[config.mk]
export PLATFORM = sky130hd
export DESIGN_NAME = lars_sequencer
export DESIGN_NICKNAME = d
export VERILOG_FILES = /design/src/lars_pkg.sv /design/src/lars_edge_detect.sv /design/src/lars_sequencer.sv
export VERILOG_INCLUDE_DIRS = /design/src /design/src/src
export SDC_FILE = /design/constraint.sdc
export NUM_CORES = 1
export LEC_CHECK = 0
export BUFFER_PORTS_ARGS = -buffer_cell sky130_fd_sc_hd__buf_4
export CAP_MARGIN = 30
export CORE_MARGIN = 1.5
export CORE_UTILIZATION = 56
export CTS_BUF_LIST = sky130_fd_sc_hd__clkbuf_4 sky130_fd_sc_hd__clkbuf_8
export DETAILED_ROUTE_END_ITERATION = 10
export PLACE_DENSITY = 0.82
export SLEW_MARGIN = 20
export SYNTH_ARGS = -nofsm -noshare
export SYNTH_HDL_FRONTEND = slang
export SYNTH_HIERARCHICAL = 1
export SYNTH_SLANG_ARGS = --single-unit
[constraint.sdc]
create_clock -name ref_clk -period 5.6 [get_ports ref_clk]
set_input_delay 1.4 -clock ref_clk [delete_from_list [all_inputs] [get_ports ref_clk]]
set_output_delay 1.4 -clock ref_clk [all_outputs]
set_load 0.02 [all_outputs]
[src/lars_regs.svh]
// Constants for the linear array readout sequencer
`ifndef LARS_REGS_SVH
`define LARS_REGS_SVH
`define LARS_PIXEL_COUNT 128
`define LARS_CNT_W 8
`define LARS_TINT_MAX_MS 100
`define LARS_ARRAY_CLK_MAX_KHZ 5000
`define LARS_REF_CLK_KHZ 40000
`define LARS_ARRAY_CLK_MIN_NS 200
`define LARS_REF_CLK_NS 25
`define LARS_ARRAY_CLK_MIN_CYC ((`LARS_ARRAY_CLK_MIN_NS + `LARS_REF_CLK_NS - 1) / `LARS_REF_CLK_NS)
`define LARS_TINT_MAX_CYC (`LARS_TINT_MAX_MS * `LARS_REF_CLK_KHZ)
`define LARS_PIX_RESET 8'h00
`endif

[src/lars_pkg.sv]
// Types for the linear array readout sequencer
package lars_pkg;
  typedef enum logic [1:0] {
    LARS_IDLE = 2'b00,
    LARS_READ = 2'b01,
    LARS_LAST = 2'b10
  } lars_state_type;
endpackage

[src/lars_edge_detect.sv]
// Rising-edge detector for array clock and start inputs
`timescale 1ns/10ps
module lars_edge_detect (
  // Clock and reset
  input wire logic ref_clk,
  input wire logic reset_n,
  // Level in, pulse out
  input wire logic level_in,
  output logic rise_pulse
);
  logic prev_r;
  logic prev_nxt;

  always_comb begin
    prev_nxt = level_in;
  end

  always_ff @(posedge ref_clk) begin
    if (!reset_n) begin
      prev_r <= 1'b0;
    end else begin
      prev_r <= prev_nxt;
    end
  end

  assign rise_pulse = level_in & ~prev_r;
endmodule

[src/lars_sequencer.sv]
// Device-side readout sequencer for a serially clocked linear photodiode array
`timescale 1ns/10ps
`include "lars_regs.svh"
module lars_sequencer #(
  parameter int PIXEL_COUNT = `LARS_PIXEL_COUNT
) (
  // Clock and reset
  input wire logic ref_clk,
  input wire logic reset_n,
  // Array pins from the controller
  input wire logic array_clk,
  input wire logic start_in,
  // Analog stand-in: index of pixel on output, and its enable
  output logic [`LARS_CNT_W-1:0] pixel_index,
  output logic out_valid,
  output logic out_oe_n,
  // Per-pixel switch controls for the selected pixel
  output logic integrator_reset_switch,
  output logic sample_hold_switch,
  // Serial output toward a cascaded section
  output logic serial_out
);
  lars_pkg::lars_state_type state_r;
  lars_pkg::lars_state_type state_nxt;
  logic [`LARS_CNT_W-1:0] pix_r;
  logic [`LARS_CNT_W-1:0] pix_nxt;
  logic rst_sw_r;
  logic rst_sw_nxt;
  logic hold_r;
  logic hold_nxt;
  logic valid_r;
  logic valid_nxt;
  logic so_r;
  logic so_nxt;
  logic start_armed_r;
  logic start_armed_nxt;
  logic clk_rise;
  logic start_rise;
  logic start_take;
  logic in_read;
  logic at_last;
  logic advance;
  logic finish;

  lars_edge_detect u_clk_edge (
    .ref_clk(ref_clk),
    .reset_n(reset_n),
    .level_in(array_clk),
    .rise_pulse(clk_rise)
  );

  lars_edge_detect u_start_edge (
    .ref_clk(ref_clk),
    .reset_n(reset_n),
    .level_in(start_in),
    .rise_pulse(start_rise)
  );

  // Index of the pixel that follows p
  function automatic logic [`LARS_CNT_W-1:0] next_pix(input logic [`LARS_CNT_W-1:0] p);
    next_pix = p + `LARS_CNT_W'(1);
  endfunction

  // True when p is the final pixel of the chain
  function automatic logic is_last_pix(input logic [`LARS_CNT_W-1:0] p);
    is_last_pix = (p == `LARS_CNT_W'(PIXEL_COUNT - 1));
  endfunction

  // Events decoded from one array clock rise
  always_comb begin
    in_read = (state_r == lars_pkg::LARS_READ);
    at_last = is_last_pix(pix_r);
    start_take = clk_rise & (start_armed_r | start_rise);
    advance = clk_rise & ~start_take & in_read & ~at_last;
    finish = clk_rise & ~start_take & in_read & at_last;
  end

  // Start is a rising transition held until the next array clock rise
  always_comb begin
    start_armed_nxt = start_armed_r;
    if (clk_rise) begin
      start_armed_nxt = 1'b0;
    end else if (start_rise) begin
      start_armed_nxt = 1'b1;
    end
  end

  always_ff @(posedge ref_clk) begin
    if (!reset_n) begin
      start_armed_r <= 1'b0;
    end else begin
      start_armed_r <= start_armed_nxt;
    end
  end

  always_comb begin
    state_nxt = state_r;
    if (start_take) begin
      state_nxt = lars_pkg::LARS_READ;
    end else if (clk_rise) begin
      case (state_r)
        lars_pkg::LARS_READ: begin
          if (at_last) begin
            state_nxt = lars_pkg::LARS_LAST;
          end
        end
        lars_pkg::LARS_LAST: begin
          state_nxt = lars_pkg::LARS_IDLE;
        end
        lars_pkg::LARS_IDLE: begin
          state_nxt = lars_pkg::LARS_IDLE;
        end
        default: begin
          state_nxt = lars_pkg::LARS_IDLE;
        end
      endcase
    end
  end

  always_ff @(posedge ref_clk) begin
    if (!reset_n) begin
      state_r <= lars_pkg::LARS_IDLE;
    end else begin
      state_r <= state_nxt;
    end
  end

  // Pixel pointer: restart on start, one step per period while reading, holding at the last pixel
  always_comb begin
    pix_nxt = pix_r;
    if (start_take) begin
      pix_nxt = `LARS_PIX_RESET;
    end else if (advance) begin
      pix_nxt = next_pix(pix_r);
    end
  end

  always_ff @(posedge ref_clk) begin
    if (!reset_n) begin
      pix_r <= `LARS_PIX_RESET;
    end else begin
      pix_r <= pix_nxt;
    end
  end

  // Hold and clear for the selected pixel; released when no pixel is selected
  always_comb begin
    rst_sw_nxt = rst_sw_r;
    hold_nxt = hold_r;
    if (clk_rise) begin
      rst_sw_nxt = start_take | advance;
      hold_nxt = start_take | advance;
    end
  end

  always_ff @(posedge ref_clk) begin
    if (!reset_n) begin
      rst_sw_r <= 1'b0;
      hold_r <= 1'b0;
    end else begin
      rst_sw_r <= rst_sw_nxt;
      hold_r <= hold_nxt;
    end
  end

  always_comb begin
    valid_nxt = valid_r;
    if (start_take) begin
      valid_nxt = 1'b1;
    end else if (clk_rise && (!in_read || at_last)) begin
      valid_nxt = 1'b0;
    end
  end

  always_ff @(posedge ref_clk) begin
    if (!reset_n) begin
      valid_r <= 1'b0;
    end else begin
      valid_r <= valid_nxt;
    end
  end

  // End-of-data flag for a cascaded section, until the next rise
  always_comb begin
    so_nxt = so_r;
    if (finish) begin
      so_nxt = 1'b1;
    end else if (clk_rise) begin
      so_nxt = 1'b0;
    end
  end

  always_ff @(posedge ref_clk) begin
    if (!reset_n) begin
      so_r <= 1'b0;
    end else begin
      so_r <= so_nxt;
    end
  end

  // Output held for the whole array clock period
  assign pixel_index = pix_r;
  assign out_valid = valid_r;
  assign out_oe_n = ~valid_r;
  assign integrator_reset_switch = rst_sw_r;
  assign sample_hold_switch = hold_r;
  assign serial_out = so_r;
endmodule

Word level (Yosys, flattened, before mapping). Cells that the tools add are included.

Eq/ne operators: 4. Add/subtract/negate cells: 1. Bitwise operators: 15. Muxes and demuxes: 8. Reductions and logical operators: 10.

Operators by type and width (number): adder 8 x 1 -> 8 bit (second input constant) (1); == test 8 x 7 -> 1 bit (second input constant) (1); AND 1 bit (7); two-way mux 1 bit (6); inverter 1 bit (6); nonzero test 2 bit (3); two-way mux 2 bit (2); AND reduction 2 bit (2); OR reduction 2 bit (2); != test 3 x 2 -> 1 bit (second input constant) (1); == test 2 x 1 -> 1 bit (second input constant) (1); != test 2 x 1 -> 1 bit (second input constant) (1); OR 1 bit (2); logical AND 1 bit (1); zero test 1 bit (1); logical OR 1 bit (1).

Output and inout bits: 13. Logic and storage cells: 47. Input bits: 4. Register bits: 16.

Depth between registers and ports, before layout. Gate-level depths: netlist of run 1.

Depth after elaboration: 9. Gate-level depth with buffers: 6. Gate-level depth less buffers: 5.

Hierarchy. Netlist of run 1, hierarchy kept.

By module, submodules not included: lars_sequencer (instances 1, cells each 75, area an instance 689.4 µm², seq. area each 280.3 µm²); lars_edge_detect (instances 2, cells each 3, area an instance 40.0 µm², seq. area each 20.0 µm²).

Least setup slack after synthesis of run 1. No wires, ideal clock.

Path type: input to register. From: input array_clk. To: register pix_r[7], in the netlist pixel_index[7]. Slack: 2.893 ns. Buffers on the path: 1. Arrival: 2.635 ns. Stages on the path: 6. Data required time: 5.528 ns. Path through: nor2b_4 buf_6 nor3b_4 o211ai_4 or4_1 a21oi_1.

Longest elaborated chain between the ends: 6.

RTL lines: start: declaration (RTL line lars_sequencer.sv:11) `input wire logic array_clk,`; AND 1 bit (*) (RTL line lars_edge_detect.sv:26) `assign rise_pulse = level_in & ~prev_r;`; AND 1 bit (RTL line lars_sequencer.sv:73) `start_take = clk_rise & (start_armed_r | start_rise);`; inverter 1 bit (RTL line lars_sequencer.sv:74) `advance = clk_rise & ~start_take & in_read & ~at_last;`; AND 1 bit (3 in a row) (RTL line lars_sequencer.sv:74); end signal: assignment (RTL line lars_sequencer.sv:140) `` pix_r <= `LARS_PIX_RESET; ``; end signal: assignment (RTL line lars_sequencer.sv:142) `pix_r <= pix_nxt;`; end: declaration (RTL line lars_sequencer.sv:25) `` logic [`LARS_CNT_W-1:0] pix_r; ``.

Every way passes the cells marked *; elsewhere a longest branch is shown, timed or not. A chain may end at the register's enable or synchronous reset.

Worst setup path after layout of run 1.
From: input array_clk. To: register pix_r[3], in the netlist pixel_index[3].

Longest elaborated chain between the ends: 6.

RTL lines: AND 1 bit (*) (RTL line lars_edge_detect.sv:26); named net clk_rise (RTL line lars_sequencer.sv:37) `logic clk_rise;`; AND 1 bit (RTL line lars_sequencer.sv:73); inverter 1 bit (RTL line lars_sequencer.sv:74); AND 1 bit (3 in a row) (RTL line lars_sequencer.sv:74).

Mark *: on every way through the listed nets, which the timed path passes. The rest lies on a longest branch.

==> results.ini, run 1 <==
[cts]
clk_latency_ns = 0.29
path_clk_slew_ns = 0.09
tritoncts = built
clockBufferDepth = 2
ctsRootBufferMaster = clkbuf_4
cts_resized = 0
cts_hold_buf = 0
cts_made_buffers = 3
cts_num_sinks = 16
post_cts.repair.setup_buffers = 0
htreeDepth = 1

[critical_path]
path_buf_inv = 1
cp.depth = 6
crit_required_ns = 5.83
r2r_start = u_clk_edge/prev_r
crit_type = primary input to flop
critPathLaunchType = primary input
cp_slowest_cell = or4_1
cp-endpoint = pixel_index[3]
setup.worst_path.start = array_clk
worstSetupEndpointType = flop
r2r_slack_ns = 3.81
critPathMaxStageDelay_ns = 0.51
r2r_cells = 5
critical_path.cell_chain = buf_4, nor2b_4, nor3b_4, o211ai_4, or4_1, a21oi_1
path_max_fanout = 9
cp.arrival_ns = 2.89
crit_family = simple AND/OR/NAND/NOR gates
reg2reg_to = pixel_index[3]

[logic_synthesis]
ys_seq_area_frac = 0.4163
ys_warn_count = 6
synth_edf_count = 0
ys_async_sr_fraction = 0
syn-num-nets = 86
synth_top_cell_by_area = dfxtp_1
synth.distinct_cells = 34
avgSynthCellArea_um2 = 9.500
syn_inst = 81
synth_flop_cell = dfxtp_1
synth-seq-cells = 16
synth_top_area_frac = 0.4163
synth_area_um2 = 769.5
ys_top_cells_by_area = dfxtp_1, nor2_1, a21oi_1
synth_common_cells = dfxtp_1, nor2_1, a21oi_1
yosysMostFrequentCell = dfxtp_1

[pwr]
powerDensity_mw_per_mm2 = 242.5
peakVddDrop_mv = 0.1487
power_leakage_nw = 0.3873

[detailed_routing]
routedWlPerCell_um = 14.32
via_per_inst = 5.675
drtIter0Drc = 10
final_antenna_net_count = 0
drt_pass1_iterations = 4
drt-total-wl_um = 1632
drt_drc_violations_left = 0
num_vias = 647

[die]
initial_utilization = 0.5988
die_width_um = 40.07
fp-row-count = 13
ios = 17
core_mm2 = 0.001285
die_area_mm2 = 0.001606
die_y_um = 40.07

[final_layout]
final_cells = 114
antenna_cells = 0
drive_gt1_frac = 0.2828
nNetsFinal = 105
syn2layout_area_growth_pct = 20.33

[sta]
rsz0062_at_grt = no
fin_skew_ns = 0.004751
tightest_slew_ns = 0.6046
fmax_ghz = 0.3766
period_share = 0.4741
period_minus_slack_ns = 2.655
drv_slew = 0
fin_setup_tns_ns = 0
max-slew-margin-rel = 0.5942
setup_violations = 0
hold_viol_final = 0

[job]
drv_cap = 0

[hold_path]
hold_class = flop to flop

[global_routing]
gr-total-overflow = 0
grt_pass1_vias = 587
grt_use_met2 = 0.4395
grt_use_met3 = 0.06667
grt_max_degree = 10
busiest_layer = met2
grt_first_pass_wirelength_um = 2546
grt_use_met1 = 0.2813
antenna_found_initial = 0
track_usage = 0.2465

[placement]
dp_hpwl_um = 1238
port_buffers = 16
gp_congestion = 0.8142
dpl.cell_count = 110

[run_status]
status = finished, final reports clean

## cell families after synthesis
family                   Yosys count  share of synthesized area
buffers and inverters              7                    0.04879
XOR/XNOR                           2                    0.02277
AO/OA/AOI/OAI                     22                     0.2016
adder cells (fa/ha/maj)            1                    0.01626
flip-flops                        16                     0.4163
AND/OR/NAND/NOR                   33                     0.2943
## layout by cell type, fill, tap and decap left out, drive strengths merged, types with 2 or more instances in the layout
cell    instances
nor2b           2
o31ai           3
buf            16
a21oi           6
xnor2           2
and2b           2
o211ai          2
and2            3
inv             5
dfxtp          16
clkbuf          4
nand2           5
o21ai           5
nor2            9
or4             4
## flip-flops by register name (all words and copies together) (netlist names)
signal	flops
sample_hold_switch	1
out_valid	1
state_r	2
serial_out	1
u_start_edge/prev_r	1
start_armed_r	1
u_clk_edge/prev_r	1
pixel_index	8
## final cells by class
cell class	instances	area (um2)
Sequential cell	16	320.3
Tap cell	15	18.77
Inverter	5	18.77
Fill cell	104	359.1
Multi-Input combinational cell	58	411.6
Timing Repair Buffer	16	120.1
Clock buffer	4	36.28
## routing by layer
metal / routed length (um) / vias to the layer above
li1: - / 330
met1: 708 / 298
met2: 827 / 16
met3: 76 / 3
met4: 21 / 0
met5: 0 / -
## worst register-to-register path: stages (launching register included)
cell and delay (ns):
dfxtp_1 0.34, nor2b_4 0.19, nor3b_4 0.37, o211ai_4 0.16, or4_1 0.51, a21oi_1 0.15
## how the worst min path moves through the flow
| stage | slack, ns | start | endpoint | cells past startpoint |
|---|---|---|---|---|
| after detailed placement | 0.50 | pixel_index[1] | pixel_index[1] | 2 |
| final | 0.52 | pixel_index[7] | pixel_index[7] | 2 |
| after CTS | 0.52 | pixel_index[7] | pixel_index[7] | 2 |
| after floorplan | 0.50 | state_r[0] | state_r[0] | 2 |
| after global placement | 0.48 | pixel_index[7] | pixel_index[7] | 2 |
| after global routing | 0.55 | pixel_index[7] | pixel_index[7] | 2 |
## per-stage QoR
step / setup slack [ns] / hold slack (ns) / total power, mW / utilization / instance area, um2
finish: 2.945 / 0.5167 / 0.2245 / 0.7205 / 925.9
global route: 2.841 / 0.5457 / 0.2311 / 0.7205 / 925.9
CTS: 2.952 / 0.5235 / 0.2244 / 0.7205 / 925.9
detailed placement: 2.682 / 0.5041 / 0.1496 / 0.6923 / 889.6
global placement: 2.718 / 0.4845 / 0.1486 / 0.6923 / 889.6
floorplan: 2.893 / 0.4988 / 0.1416 / - / 769.5
## where the power goes
group	switching [mW]	leakage (nW)	internal, mW
combinational	0.0157	0.236	0.0112
sequential	0.00297	0.130	0.117
clock	0.0377	0.0210	0.0397
total	0.0564	0.387	0.168
Power figures use the tool's default switching activity.
==> run 2, diff against run 1 <==
- CORE_UTILIZATION: 56 -> 49
- PLACE_DENSITY: 0.82 -> 0.76
- clock period: 5.6 -> 2.14 ns (I/O delays scaled with it)
==> run 2 against run 1 <==
Effect of this change:
- global-route usage is 5.4 points lower
- clock skew is 0.0032 ns lower
- highest routed layer unchanged
- total power is 140% higher
- clock power is 98% higher
- largest power group unchanged
- critical path type unchanged
- first-iteration DRC count is 60% lower
- core utilization is 9.7 points lower
- critical path depth stayed put
==> results.ini, run 2 (same netlist as run 1, synthesis figures left out) <==
[critical_path]
critPathLaunchType = primary input
setup.worst_path.start = array_clk
worstSetupEndpointType = flop
path_max_fanout = 9
crit_type = primary input to flop
crit_required_ns = 2.35
cp.arrival_ns = 1.95
r2r_start = u_clk_edge/prev_r

[die]
die_area_mm2 = 0.001817
die_width_um = 42.63
core_mm2 = 0.001489
die_y_um = 42.63
fp-row-count = 14
ios = 17
initial_utilization = 0.5168

[sta]
fin_setup_tns_ns = 0
drv_slew = 0
hold_viol_final = 0
max-slew-margin-rel = 0.7355
tightest_slew_ns = 0.3927
period_minus_slack_ns = 1.735
period_share = 0.8107
fmax_ghz = 0.5764
fin_skew_ns = 0.001536
rsz0062_at_grt = no
setup_violations = 0

[cts]
cts_made_buffers = 3
post_cts.repair.setup_buffers = 0
cts_resized = 0
htreeDepth = 1
ctsRootBufferMaster = clkbuf_4
tritoncts = built
clk_latency_ns = 0.28
clockBufferDepth = 2
path_clk_slew_ns = 0.09
cts_hold_buf = 0
cts_num_sinks = 16

[global_routing]
antenna_found_initial = 0
grt_pass1_vias = 616
grt_first_pass_wirelength_um = 2663
gr-total-overflow = 0
grt_max_degree = 10
track_usage = 0.1925

[detailed_routing]
drt-total-wl_um = 1481
drtIter0Drc = 4
via_per_inst = 5.664
final_antenna_net_count = 0
num_vias = 657
drt_drc_violations_left = 0
drt_pass1_iterations = 4
routedWlPerCell_um = 12.77

[final_layout]
antenna_cells = 0
syn2layout_area_growth_pct = 20.65
largest_reg_flops = 8
final_common_cell = buf_4
final_cell_mix = buf_4, dfxtp_1, nor2_1
fillers = 126
nNetsFinal = 107
drive_gt1_frac = 0.2900

[pwr]
power_leakage_nw = 0.3900
peakVddDrop_mv = 0.3049
powerDensity_mw_per_mm2 = 581.9
p_total_uw = 540.3

[run_status]
status = finished, final reports clean

[placement]
dp_hpwl_um = 1149
gp_congestion = 0.7654
port_buffers = 16

[hold_path]
hold_class = primary input to flop
min_from = array_clk

[job]
drv_cap = 0

-- run 2: cell types whose count changed in the layout (fill, tap and decap cells not counted), sizes merged --
cell    delta
buf        +2
clkbuf     -1
-- run 2: layout make-up --
type	count	area, um2	area share
Timing Repair Buffer	18	135.1	0.1456
Clock buffer	3	22.52	0.02426
Inverter	5	18.77	0.02022
Tap cell	16	20.02	0.02156
Multi-Input combinational cell	58	411.6	0.4434
Sequential cell	16	320.3	0.3450
-- run 2: power by group --
part           internal [mW]  switching, mW  leakage [nW]
registers              0.307        0.00717         0.130
logic                 0.0326         0.0407         0.246
clock network         0.0653         0.0878        0.0138
-- run 2: final timing paths --
path              slack [ns]                end  cells after the start
setup / recovery        0.41     pixel_index[5]                      6
hold / removal          0.47  u_clk_edge/prev_r                      2
setup reg to reg        0.43     pixel_index[5]                      5
hold reg to reg         0.49         serial_out                      2
-- run 2: per-layer routing --
layer / share of wire / vias up / global-route usage
li1: - / 331 / -
met1: 0.48 / 306 / 0.2459
met2: 0.46 / 16 / 0.3061
met3: 0.045 / 4 / 0.02586
met4: 0.015 / 0 / 0.1125
met5: 0 / - / 0
-- run 2: worst max-delay path, stage by stage --
cell,delay [ns]
buf_4,0.08
nor2b_4,0.23
nor3b_4,0.30
o211ai_4,0.14
or4_1,0.48
a21oi_1,0.17
-- run 2: per-stage QoR --
| stage | worst slack, ns | instance area (um2) | hold WS [ns] | std cells | util |
|---|---|---|---|---|---|
| floorplan | 0.2983 | 769.5 | 0.4988 | 81 | - |
| global placement | 0.1941 | 905.9 | 0.4859 | 113 | 0.6084 |
| detailed placement | 0.1228 | 905.9 | 0.4826 | 113 | 0.6084 |
| CTS | 0.4070 | 928.4 | 0.4669 | 116 | 0.6235 |
| global route | 0.3092 | 928.4 | 0.4668 | 116 | 0.6235 |
| finish | 0.4050 | 928.4 | 0.4698 | 116 | 0.6235 |
==> run 3, diff against run 2 <==
- CORE_UTILIZATION: 49 -> 54
- PLACE_DENSITY: 0.76 -> 0.79
- clock period: 2.14 -> 1.7 ns (I/O delays scaled with it)
==> run 3 against run 2 <==
Effect of this change:
- combinational power is 42% higher
- routed wire length is 21% higher
- setup slack worse by 0.35 ns
- die area is 8.6% lower
- global-route usage is 3.2 points higher
- largest cell class unchanged
==> results.ini, run 3 (same netlist as run 1, synthesis figures left out) <==
[sta]
hold_viol_final = 0
fin_setup_tns_ns = 0
whs_ns = 0.3377
drv_slew = 0
period_minus_slack_ns = 1.642
setup_violations = 0
setup_ws_ns = 0.05841
period_share = 0.9656
fmax_ghz = 0.6092
fin_skew_ns = 0.001505
max-slew-margin-rel = 0.7783
tightest_slew_ns = 0.3297

[critical_path]
path_max_fanout = 6
critPathLaunchType = flop
crit_type = flop to flop
crit_required_ns = 1.93
cp.arrival_ns = 1.88
worstSetupEndpointType = flop

[detailed_routing]
routedWlPerCell_um = 14.44
drtIter0Drc = 17
drt_pass1_iterations = 4
num_vias = 718
final_antenna_net_count = 0
via_per_inst = 5.790
drt-total-wl_um = 1791
drt_drc_violations_left = 0

[die]
initial_utilization = 0.5840
core_mm2 = 0.001318
die_width_um = 40.75
die_area_mm2 = 0.001661
fp-row-count = 13
die_y_um = 40.75
ios = 17

[placement]
port_buffers = 16
gp_congestion = 0.7958
placedInstanceArea_um2 = 949.7
pre_cts_ws_ns = -0.1035
dp_hpwl_um = 1267

[final_layout]
final_cell_mix = buf_4, dfxtp_1, nor2_1
drive_gt1_frac = 0.3761
syn2layout_area_growth_pct = 31.06
nNetsFinal = 115
fillers = 97
antenna_cells = 0
final_common_cell = buf_4
largest_reg_flops = 8
stdcell_area_mm2 = 0.001008

[cts]
clockBufferDepth = 2
cts_num_sinks = 16
tritoncts = built
htreeDepth = 1
cts_made_buffers = 3
path_clk_slew_ns = 0.10
ctsRootBufferMaster = clkbuf_4
clk_latency_ns = 0.29
cts_hold_buf = 0

[pwr]
powerDensity_mw_per_mm2 = 752.7
peakVddDrop_mv = 0.4662
p_total_uw = 759.0
power_leakage_nw = 0.4340

[job]
drv_cap = 0

[global_routing]
gr-total-overflow = 0
antenna_found_initial = 0
grt_max_degree = 10
track_usage = 0.2250
grt_first_pass_wirelength_um = 2415
grt_pass1_vias = 563

[hold_path]
hold_class = primary input to flop

[run_status]
status = finished, final reports clean

==> run 3: worst max-delay path: stages (launching register included) <==
cell      delay [ns]
dfxtp_2         0.35
ha_2            0.20
nand3b_1        0.22
o211ai_4        0.13
or4_1           0.53
a21oi_2         0.15
==> run 3: final timing paths <==
path / cells past startpoint / from / end / slack (ns)
max: 5 / pixel_index[0] / pixel_index[7] / 0.06
min: 2 / start_in / u_start_edge/prev_r / 0.34
max reg2reg: 5 / pixel_index[0] / pixel_index[7] / 0.06
min reg2reg: 2 / pixel_index[1] / pixel_index[1] / 0.51
==> run 3: layer usage <==
layer  global-route usage  up-vias  wire [um]
li1                     -      345          -
met1               0.2867      339        815
met2               0.3849       32        847
met3              0.03261        2        112
met4              0.07500        0         16
met5                    0        -          0
==> run 3: stage by stage <==
step	instances	util
after floorplan	81	-
after global placement	118	0.7208
after detailed placement	118	0.7208
after CTS	122	0.7483
after global routing	124	0.7654
final	124	0.7654
==> run 3: power breakdown <==
part	switching, mW	internal, mW	leakage [nW]
Clock	0.129	0.131	0.0210
Combinational	0.0553	0.0486	0.282
Sequential	0.00962	0.386	0.131
Total	0.193	0.566	0.434
==> run 3: area by class of cell <==
type	instances	area (um2)	share of cell area
tap	15	18.77	0.01861
clock buffer	4	36.28	0.03598
sequential	16	321.6	0.3189
multi-input combinational	58	417.9	0.4144
timing repair buffer	26	195.2	0.1935
inverter	5	18.77	0.01861
==> run 3: what timing repair did <==
item | 4_1_cts | 5_1_grt
gates resized for setup | 0 | 4
endpoints found under the hold margin | 0 | 0
endpoints found under the setup margin | 0 | 6
buffers inserted | 0 | 2
